**src/slcd_pkg.sv**
```systemverilog
package slcd_pkg;

	// System clock and backplane timing.
	localparam int CLK_FREQ_HZ    = 50_000_000;
	localparam int BP_FREQ_HZ     = 48;
	localparam int BP_HALF_CYCLES = CLK_FREQ_HZ / (2 * BP_FREQ_HZ);
	localparam int BP_CNT_W       = 20;

	// Segment counts.
	localparam int SEG_PINS       = 14;
	localparam int SEG_LINES      = 15;
	localparam int BUS_SEG_LINES  = 7;

	// Control byte layout and reset value.
	localparam int CTRL_W         = 8;
	localparam int CTRL_SRC_BIT   = 7;
	localparam logic [7:0] CTRL_RESET = 8'h80;

	// Fixed-state source for segment lines 8 to 15.
	localparam logic [7:0] FIXED_SEG_STATE = 8'h00;

	// Slave address: fixed upper bits, four selectable low bits.
	localparam int DEV_SEL_W      = 4;
	localparam logic [2:0] ADDR_UPPER = 3'h0;
	localparam int ADDR_W         = 7;
	localparam logic [3:0] BIT_CNT_LAST = 4'h8;

	// Serial slave states.
	typedef enum logic [6:0] {
		SLCD_IDLE = 7'h01,
		SLCD_ADDR = 7'h02,
		SLCD_AACK = 7'h04,
		SLCD_WDAT = 7'h08,
		SLCD_WACK = 7'h10,
		SLCD_RDAT = 7'h20,
		SLCD_RACK = 7'h40
	} slcd_state_t;

endpackage

```
**src/slcd_bp_if.sv**
```systemverilog
`timescale 1ns/100ps
interface slcd_bp_if;
	logic                          osc_run;
	logic                          osc_clock;
	logic                          src_internal;
	logic                          bp_ext;
	logic [slcd_pkg::SEG_LINES-1:0] seg_ctrl;

	modport top (output osc_run, output src_internal, output bp_ext, output seg_ctrl, input osc_clock);
	modport osc (input osc_run, output osc_clock);
	modport drv (input osc_clock, input src_internal, input bp_ext, input seg_ctrl);
endinterface

```
**src/slcd_osc.sv**
```systemverilog
`timescale 1ns/100ps
module slcd_osc #(
	parameter logic [19:0] HALF_CYCLES = 20'(slcd_pkg::BP_HALF_CYCLES)
) (
	// Clock and reset.
	input  wire logic sys_clk,
	input  wire logic rst_n,
	// Control and clock out.
	slcd_bp_if.osc    bp
);

	logic [slcd_pkg::BP_CNT_W-1:0] cnt_r;
	logic [slcd_pkg::BP_CNT_W-1:0] cnt_nxt;
	logic                          clk_r;
	logic                          clk_nxt;

	// The divider stops and parks low while powered down.
	always_comb begin
		cnt_nxt = cnt_r;
		clk_nxt = clk_r;
		if (!bp.osc_run) begin
			cnt_nxt = '0;
			clk_nxt = 1'b0;
		end else if (cnt_r == HALF_CYCLES - 20'h00001) begin
			cnt_nxt = '0;
			clk_nxt = ~clk_r;
		end else begin
			cnt_nxt = cnt_r + 20'h00001;
		end
	end

	always_ff @(posedge sys_clk) begin
		if (!rst_n) begin
			cnt_r <= '0;
			clk_r <= 1'b0;
		end else begin
			cnt_r <= cnt_nxt;
			clk_r <= clk_nxt;
		end
	end

	assign bp.osc_clock = clk_r;

endmodule

```
**src/slcd_seg_drv.sv**
```systemverilog
`timescale 1ns/100ps
module slcd_seg_drv (
	// Clock and reset.
	input  wire logic                          sys_clk,
	input  wire logic                          rst_n,
	// Control from the top.
	slcd_bp_if.drv                             bp,
	// Panel outputs.
	output logic      [slcd_pkg::SEG_PINS-1:0] segment_line,
	output logic                               extra_segment_line
);

	logic                          ref_clk;
	logic [slcd_pkg::SEG_PINS-1:0] seg_nxt;
	logic                          pin20_nxt;

	always_comb begin
		ref_clk   = bp.src_internal ? bp.osc_clock : bp.bp_ext;
		seg_nxt   = bp.seg_ctrl[slcd_pkg::SEG_PINS-1:0] ^ {slcd_pkg::SEG_PINS{ref_clk}};
		pin20_nxt = bp.src_internal ? bp.osc_clock
		                            : (bp.seg_ctrl[slcd_pkg::SEG_LINES-1] ^ ref_clk);
	end

	always_ff @(posedge sys_clk) begin
		if (!rst_n) begin
			segment_line       <= '0;
			extra_segment_line <= 1'b0;
		end else begin
			segment_line       <= seg_nxt;
			extra_segment_line <= pin20_nxt;
		end
	end

endmodule

```
**src/slcd_top.sv**
```systemverilog
`timescale 1ns/100ps
module slcd_top #(
	parameter logic [19:0] BP_HALF_CYCLES = 20'(slcd_pkg::BP_HALF_CYCLES)
) (
	// Clock and reset.
	input  wire logic                          sys_clk,
	input  wire logic                          rst_n,
	// Device address select.
	input  wire logic [slcd_pkg::DEV_SEL_W-1:0] dev_sel,
	// Serial bus pins.
	input  wire logic                          scl_in,
	input  wire logic                          sda_in,
	output logic                               sda_out,
	output logic                               sda_oe,
	// Backplane input pin.
	input  wire logic                          backplane_clock,
	// Panel outputs.
	output logic      [slcd_pkg::SEG_PINS-1:0] segment_line,
	output logic                               extra_segment_line,
	// Status.
	output logic                               backplane_source_select,
	output logic                               osc_power_down
);

	slcd_bp_if bp ();

	// Input synchronisers.
	logic                           scl_meta_r;
	logic                           scl_meta_nxt;
	logic                           scl_sync_r;
	logic                           scl_sync_nxt;
	logic                           scl_prev_r;
	logic                           scl_prev_nxt;
	logic                           sda_meta_r;
	logic                           sda_meta_nxt;
	logic                           sda_sync_r;
	logic                           sda_sync_nxt;
	logic                           sda_prev_r;
	logic                           sda_prev_nxt;
	logic                           bp_meta_r;
	logic                           bp_meta_nxt;
	logic                           bp_sync_r;
	logic                           bp_sync_nxt;
	logic [slcd_pkg::DEV_SEL_W-1:0] dev_meta_r;
	logic [slcd_pkg::DEV_SEL_W-1:0] dev_meta_nxt;
	logic [slcd_pkg::DEV_SEL_W-1:0] dev_sel_r;
	logic [slcd_pkg::DEV_SEL_W-1:0] dev_sel_nxt;

	always_comb begin
		scl_meta_nxt = scl_in;
		scl_sync_nxt = scl_meta_r;
		scl_prev_nxt = scl_sync_r;
		sda_meta_nxt = sda_in;
		sda_sync_nxt = sda_meta_r;
		sda_prev_nxt = sda_sync_r;
		bp_meta_nxt  = backplane_clock;
		bp_sync_nxt  = bp_meta_r;
		dev_meta_nxt = dev_sel;
		dev_sel_nxt  = dev_meta_r;
	end

	always_ff @(posedge sys_clk) begin
		if (!rst_n) begin
			scl_meta_r <= 1'b1;
			scl_sync_r <= 1'b1;
			scl_prev_r <= 1'b1;
			sda_meta_r <= 1'b1;
			sda_sync_r <= 1'b1;
			sda_prev_r <= 1'b1;
			bp_meta_r  <= 1'b0;
			bp_sync_r  <= 1'b0;
			dev_meta_r <= '0;
			dev_sel_r  <= '0;
		end else begin
			scl_meta_r <= scl_meta_nxt;
			scl_sync_r <= scl_sync_nxt;
			scl_prev_r <= scl_prev_nxt;
			sda_meta_r <= sda_meta_nxt;
			sda_sync_r <= sda_sync_nxt;
			sda_prev_r <= sda_prev_nxt;
			bp_meta_r  <= bp_meta_nxt;
			bp_sync_r  <= bp_sync_nxt;
			dev_meta_r <= dev_meta_nxt;
			dev_sel_r  <= dev_sel_nxt;
		end
	end

	logic scl_rise;
	logic scl_fall;
	logic start_det;
	logic stop_det;

	always_comb begin
		scl_rise  = scl_sync_r & ~scl_prev_r;
		scl_fall  = ~scl_sync_r & scl_prev_r;
		start_det = scl_sync_r & scl_prev_r & sda_prev_r & ~sda_sync_r;
		stop_det  = scl_sync_r & scl_prev_r & ~sda_prev_r & sda_sync_r;
	end

	// Compares a received address byte with this device's address.
	function automatic logic addr_match(input logic [7:0] rx, input logic [3:0] sel);
		addr_match = (rx[7:1] == {slcd_pkg::ADDR_UPPER, sel});
	endfunction

	// Shifts one received bit into the byte in hand.
	function automatic logic [7:0] shift_in(input logic [7:0] cur, input logic bit_in);
		shift_in = {cur[6:0], bit_in};
	endfunction

	// Advances the bit counter of the byte in flight.
	function automatic logic [3:0] count_up(input logic [3:0] cnt);
		count_up = cnt + 4'h1;
	endfunction

	// Serial slave state.
	slcd_pkg::slcd_state_t state_r;
	slcd_pkg::slcd_state_t state_nxt;
	logic [7:0]            shift_r;
	logic [7:0]            shift_nxt;
	logic [3:0]            bit_cnt_r;
	logic [3:0]            bit_cnt_nxt;
	logic                  rd_r;
	logic                  rd_nxt;
	logic                  sda_oe_r;
	logic                  sda_oe_nxt;
	logic [7:0]            ctrl_r;
	logic [7:0]            ctrl_nxt;

	always_comb begin
		state_nxt   = state_r;
		shift_nxt   = shift_r;
		bit_cnt_nxt = bit_cnt_r;
		rd_nxt      = rd_r;
		sda_oe_nxt  = sda_oe_r;
		ctrl_nxt    = ctrl_r;
		if (start_det) begin
			state_nxt   = slcd_pkg::SLCD_ADDR;
			bit_cnt_nxt = '0;
			sda_oe_nxt  = 1'b0;
		end else if (stop_det) begin
			state_nxt  = slcd_pkg::SLCD_IDLE;
			sda_oe_nxt = 1'b0;
		end else begin
			case (state_r)
				slcd_pkg::SLCD_IDLE: begin
					sda_oe_nxt = 1'b0;
				end
				slcd_pkg::SLCD_ADDR: begin
					if (scl_rise) begin
						shift_nxt   = shift_in(shift_r, sda_sync_r);
						bit_cnt_nxt = count_up(bit_cnt_r);
					end else if (scl_fall && bit_cnt_r == slcd_pkg::BIT_CNT_LAST) begin
						if (addr_match(shift_r, dev_sel_r)) begin
							state_nxt  = slcd_pkg::SLCD_AACK;
							rd_nxt     = shift_r[0];
							sda_oe_nxt = 1'b1;
						end else begin
							state_nxt = slcd_pkg::SLCD_IDLE;
						end
					end
				end
				slcd_pkg::SLCD_AACK: begin
					if (scl_fall) begin
						bit_cnt_nxt = '0;
						if (rd_r) begin
							state_nxt  = slcd_pkg::SLCD_RDAT;
							shift_nxt  = ctrl_r;
							sda_oe_nxt = ~ctrl_r[7];
						end else begin
							state_nxt  = slcd_pkg::SLCD_WDAT;
							sda_oe_nxt = 1'b0;
						end
					end
				end
				slcd_pkg::SLCD_WDAT: begin
					if (scl_rise) begin
						shift_nxt   = shift_in(shift_r, sda_sync_r);
						bit_cnt_nxt = count_up(bit_cnt_r);
					end else if (scl_fall && bit_cnt_r == slcd_pkg::BIT_CNT_LAST) begin
						ctrl_nxt   = shift_r;
						state_nxt  = slcd_pkg::SLCD_WACK;
						sda_oe_nxt = 1'b1;
					end
				end
				slcd_pkg::SLCD_WACK: begin
					if (scl_fall) begin
						state_nxt   = slcd_pkg::SLCD_WDAT;
						bit_cnt_nxt = '0;
						sda_oe_nxt  = 1'b0;
					end
				end
				slcd_pkg::SLCD_RDAT: begin
					if (scl_rise) begin
						bit_cnt_nxt = count_up(bit_cnt_r);
					end else if (scl_fall) begin
						if (bit_cnt_r == slcd_pkg::BIT_CNT_LAST) begin
							state_nxt  = slcd_pkg::SLCD_RACK;
							sda_oe_nxt = 1'b0;
						end else begin
							shift_nxt  = {shift_r[6:0], 1'b0};
							sda_oe_nxt = ~shift_r[6];
						end
					end
				end
				slcd_pkg::SLCD_RACK: begin
					if (scl_rise && sda_sync_r) begin
						state_nxt = slcd_pkg::SLCD_IDLE;
					end else if (scl_fall) begin
						state_nxt   = slcd_pkg::SLCD_RDAT;
						bit_cnt_nxt = '0;
						shift_nxt   = ctrl_r;
						sda_oe_nxt  = ~ctrl_r[7];
					end
				end
				default: begin
					state_nxt  = slcd_pkg::SLCD_IDLE;
					sda_oe_nxt = 1'b0;
				end
			endcase
		end
	end

	always_ff @(posedge sys_clk) begin
		if (!rst_n) begin
			state_r   <= slcd_pkg::SLCD_IDLE;
			shift_r   <= '0;
			bit_cnt_r <= '0;
			rd_r      <= 1'b0;
			sda_oe_r  <= 1'b0;
			ctrl_r    <= slcd_pkg::CTRL_RESET;
		end else begin
			state_r   <= state_nxt;
			shift_r   <= shift_nxt;
			bit_cnt_r <= bit_cnt_nxt;
			rd_r      <= rd_nxt;
			sda_oe_r  <= sda_oe_nxt;
			ctrl_r    <= ctrl_nxt;
		end
	end

	// Status flops and oscillator run control.
	logic run_r;
	logic run_nxt;
	logic src_r;
	logic src_nxt;
	logic pd_r;
	logic pd_nxt;
	logic sda_out_r;
	logic sda_out_nxt;

	// The data line is open drain, so only its enable ever moves.
	always_comb begin
		run_nxt     = ctrl_r[slcd_pkg::CTRL_SRC_BIT];
		src_nxt     = ctrl_r[slcd_pkg::CTRL_SRC_BIT];
		pd_nxt      = ~ctrl_r[slcd_pkg::CTRL_SRC_BIT];
		sda_out_nxt = 1'b0;
	end

	always_ff @(posedge sys_clk) begin
		if (!rst_n) begin
			run_r     <= 1'b0;
			src_r     <= 1'b0;
			pd_r      <= 1'b1;
			sda_out_r <= 1'b0;
		end else begin
			run_r     <= run_nxt;
			src_r     <= src_nxt;
			pd_r      <= pd_nxt;
			sda_out_r <= sda_out_nxt;
		end
	end

	assign sda_out                 = sda_out_r;
	assign sda_oe                  = sda_oe_r;
	assign backplane_source_select = src_r;
	assign osc_power_down          = pd_r;

	// Segment lines 8 to 15 come from a constant source.
	assign bp.osc_run      = run_r;
	assign bp.src_internal = src_r;
	assign bp.bp_ext       = bp_sync_r;
	assign bp.seg_ctrl     = {slcd_pkg::FIXED_SEG_STATE, ctrl_r[slcd_pkg::BUS_SEG_LINES-1:0]};

	slcd_osc #(
		.HALF_CYCLES (BP_HALF_CYCLES)
	) u_osc (
		.sys_clk (sys_clk),
		.rst_n   (rst_n),
		.bp      (bp.osc)
	);

	slcd_seg_drv u_drv (
		.sys_clk            (sys_clk),
		.rst_n              (rst_n),
		.bp                 (bp.drv),
		.segment_line       (segment_line),
		.extra_segment_line (extra_segment_line)
	);

endmodule
```
**config.mk**
```make
export PLATFORM = sky130hd
export DESIGN_NAME = slcd_top
export DESIGN_NICKNAME = d
export VERILOG_FILES = /design/src/slcd_pkg.sv /design/src/slcd_bp_if.sv /design/src/slcd_osc.sv /design/src/slcd_seg_drv.sv /design/src/slcd_top.sv
export SDC_FILE = /design/constraint.sdc
export NUM_CORES = 1
export LEC_CHECK = 0
export BUFFER_PORTS_ARGS = -buffer_cell sky130_fd_sc_hd__clkbuf_2
export CORE_MARGIN = 5
export CORE_UTILIZATION = 50
export DETAILED_ROUTE_END_ITERATION = 6
export GPL_ROUTABILITY_DRIVEN = 0
export HOLD_SLACK_MARGIN = 0.03
export PLACE_DENSITY = 0.68
export RECOVER_POWER = 50
export REMOVE_ABC_BUFFERS = 1
export SLEW_MARGIN = 20
export SYNTH_ARGS = -nofsm -noshare
export SYNTH_HDL_FRONTEND = slang
export SYNTH_SLANG_ARGS = --single-unit
export TNS_END_PERCENT = 100
```
**constraint.sdc**
```tcl
create_clock -name sys_clk -period 3.3 [get_ports sys_clk]
set_clock_uncertainty 0.15 [all_clocks]
set_input_delay 0.165 -clock sys_clk [delete_from_list [all_inputs] [get_ports sys_clk]]
set_output_delay 0.165 -clock sys_clk [all_outputs]
set_load 0.01 [all_outputs]
```
==> flow_summary.toml <==
[global_routing]
track_usage_pct = 17.7
overflow = 0
grt_max_degree = 38
grt_pass1_wl_um = 12600
grt_pass1_vias = 2720
antenna_found_initial = 0

[cts]
cts-htree-levels = 3
cts_tree = "built"
cts_sinks = 76
cts_buffer_depth = 2
cts_resized = 0
cts_made_buffers = 9
root_buffer = "clkbuf_8"
clkLatencyLatePin_ps = 360
path_clk_slew_ps = 90

[setup_path]
cp_max_fo = 22
critPathRequiredTime_ps = 3390
startpoint_type = "register"
path_class = "register to register"
end_kind = "register"
cp.arrival_ps = 2700

[sta]
slew_viol_final = 0
slew_headroom_pct = 20.6
tightest_slew_ps = 1190
timing.final.crit_share_pct = 79.1
rsz0062_at_grt = "no"
fin_crit_ps = 2610
setup_viol = 0
fmax_mhz = 383
worst_slack_ps = 691
hold_viol = 0
tns_ps = 0

[logic_synthesis]
synth.top_cell.area_share_pct = 42.2
synth_area_leaders = "dfxtp_1 (42%), xnor2_1 (6.3%), mux2i_1 (5.5%)"
synth_cell_types = 53
ys_warn_count = 0
synth-main-ff-cell = "dfxtp_1"
ys_ff_latch = 76
postSynthCellCount = 401
netlist_area_mm2 = 0.00361
ys_seq_area_share_pct = 42.2
synth_top_area_cell = "dfxtp_1"
syn_area_per_cell_um2 = 9.00
synthArstFlopShare_pct = 0
synth_edf_count = 0

[floorplanning]
die_w_um = 95.0
start_util_pct = 50.6
dieArea_mm2 = 0.00902
io_pins = 28
die_h_um = 95.0
core_mm2 = 0.00714
rows = 31

[pwr]
power.internal_uw = 1370
peakVddDrop_mv = 0.395
switching_share_pct = 30.7
p_leak_uw = 0.00151
clkPwrFrac_pct = 34.5
switching_power_uw = 609
power_uw = 1980
power_frac_comb_pct = 15.3
p_per_area_mw_per_mm2 = 497
seqPwrFrac_pct = 50.2

[routing]
routedWlPerCell_um = 13.6
ant_nets = 0
drt_first_iter_violations = 116
vias = 2827
drt_wl_total_um = 7170
drt-pass1-iter-count = 4
drt-vias-per-instance = 5.34
remaining_drc_errors = 0

[placement]
post-place-ws_ps = 764
dp_hpwl_um = 4940
io_buffer_count = 26
placedCellCount = 506

[cells_and_area]
final_nets = 438
mostFrequentLayoutCells = "dfxtp_1 (76), nand2_1 (32), nor2_1 (31)"
instances_no_fill = 529
postLayoutCoreUtil_pct = 55.8
layout_commonest_cell = "dfxtp_1"
num-fill-cells = 695
n_antenna_cell = 0
drive_above_1_share_pct = 8.37
syn_to_final_growth_pct = 10.4

[run]
maxCapViolCount = 0

[hold_path]
hp-class = "register to register"

[outcome]
outcome = "complete, no violations"
==> cell usage after synthesis (2+ instances only) <==
library cell,n
clkbuf_1,11
nor3_2,2
nand3_1,17
nand4_1,6
or4_1,2
a21oi_1,12
xnor2_1,26
and3_1,13
buf_6,2
nand2b_1,9
o41ai_1,2
nand3b_1,5
o211ai_1,2
and4_1,2
nand2_1,32
nor2b_1,9
nor2_1,31
buf_1,2
ha_1,4
mux2i_1,20
o21a_1,3
a21boi_0,9
and2_1,20
o211a_1,3
nor4b_1,2
nor4_1,4
dfxtp_1,76
nor3b_1,2
or2_2,2
nor3_1,12
buf_4,9
xor2_1,7
nand4b_1,2
o21ai_0,12
inv_1,11
==> stage by stage <==
step	instance area, um2	hold slack (ps)
finish	3990	262
floorplan	3470	84.1
detailed placement	3750	203
CTS	4010	116
global route	3990	304
global placement	3750	196
==> registers in the layout, indices dropped and copies added (netlist names), 4 cells and up <==
register            count
bit_cnt_r               4
dev_sel_r               4
shift_r                 8
u_osc.cnt_r            20
dev_meta_r              4
ctrl_r                  8
u_drv.segment_line      8
state_r                 7
==> path summary, 6_finish.rpt <==
kind / cells past startpoint / slack [ps] / start / to
max reg2reg: 7 / 690 / state_r[0] / ctrl_r[5]
min reg2reg: 1 / 260 / sda_meta_r / sda_prev_nxt
min: 1 / 260 / sda_meta_r / sda_prev_nxt
max: 7 / 690 / state_r[0] / ctrl_r[5]
==> worst max-delay path, stage by stage (launching register included) <==
cell	delay, ps
dfxtp_1	450
nor3_2	470
nand3_1	140
buf_4	240
a21boi_0	590
nor3_2	110
buf_4	220
mux2i_1	120
==> layer usage <==
layer	part of all wire (%)	vias to the layer above	global-route usage, %
met3	4.7	12	4.46
li1	-	1435	-
met5	0	-	0
met2	47	65	28.8
met1	46	1315	22.5
met4	2.0	0	6.97
==> final cells by class <==
cell class | instances | area [um2] | area share (%)
Tap cell | 99 | 124 | 3.11
Multi-Input combinational cell | 290 | 1910 | 47.8
Clock inverter | 7 | 65.1 | 1.63
Sequential cell | 76 | 1520 | 38.2
Timing Repair Buffer | 37 | 203 | 5.09
Inverter | 11 | 41.3 | 1.04
Clock buffer | 9 | 124 | 3.11
==> power groups by stage <==
stage / registers, uW / logic (uW) / clock network [uW]
detailed placement: 1010 / 297 / 0
global placement: 1010 / 291 / 0
global route: 1000 / 335 / 753
floorplan: 1010 / 218 / 0
CTS: 992 / 305 / 711
finish: 994 / 303 / 683
==> cells by family (layout without fill, tap and decap cells) <==
kind of cell	after synthesis	after routing	synth area share [%]
other cells	1	1	0.104
mux	20	20	5.55
buf+inv	35	64	4.99
simple gates	176	176	26.6
compound gates	56	56	11.2
fa+ha+maj	4	4	1.39
xor+xnor	33	33	8.01
flops	76	76	42.2
==> timing repair <==
| item | 4_1_cts | 5_1_grt |
|---|---|---|
| hold buffers | 7 | 0 |
| setup endpoints to repair | 0 | 0 |
| setup buffers | 0 | 0 |
| endpoints found under the hold margin | 7 | 0 |
Power figures use the tool's default switching activity.
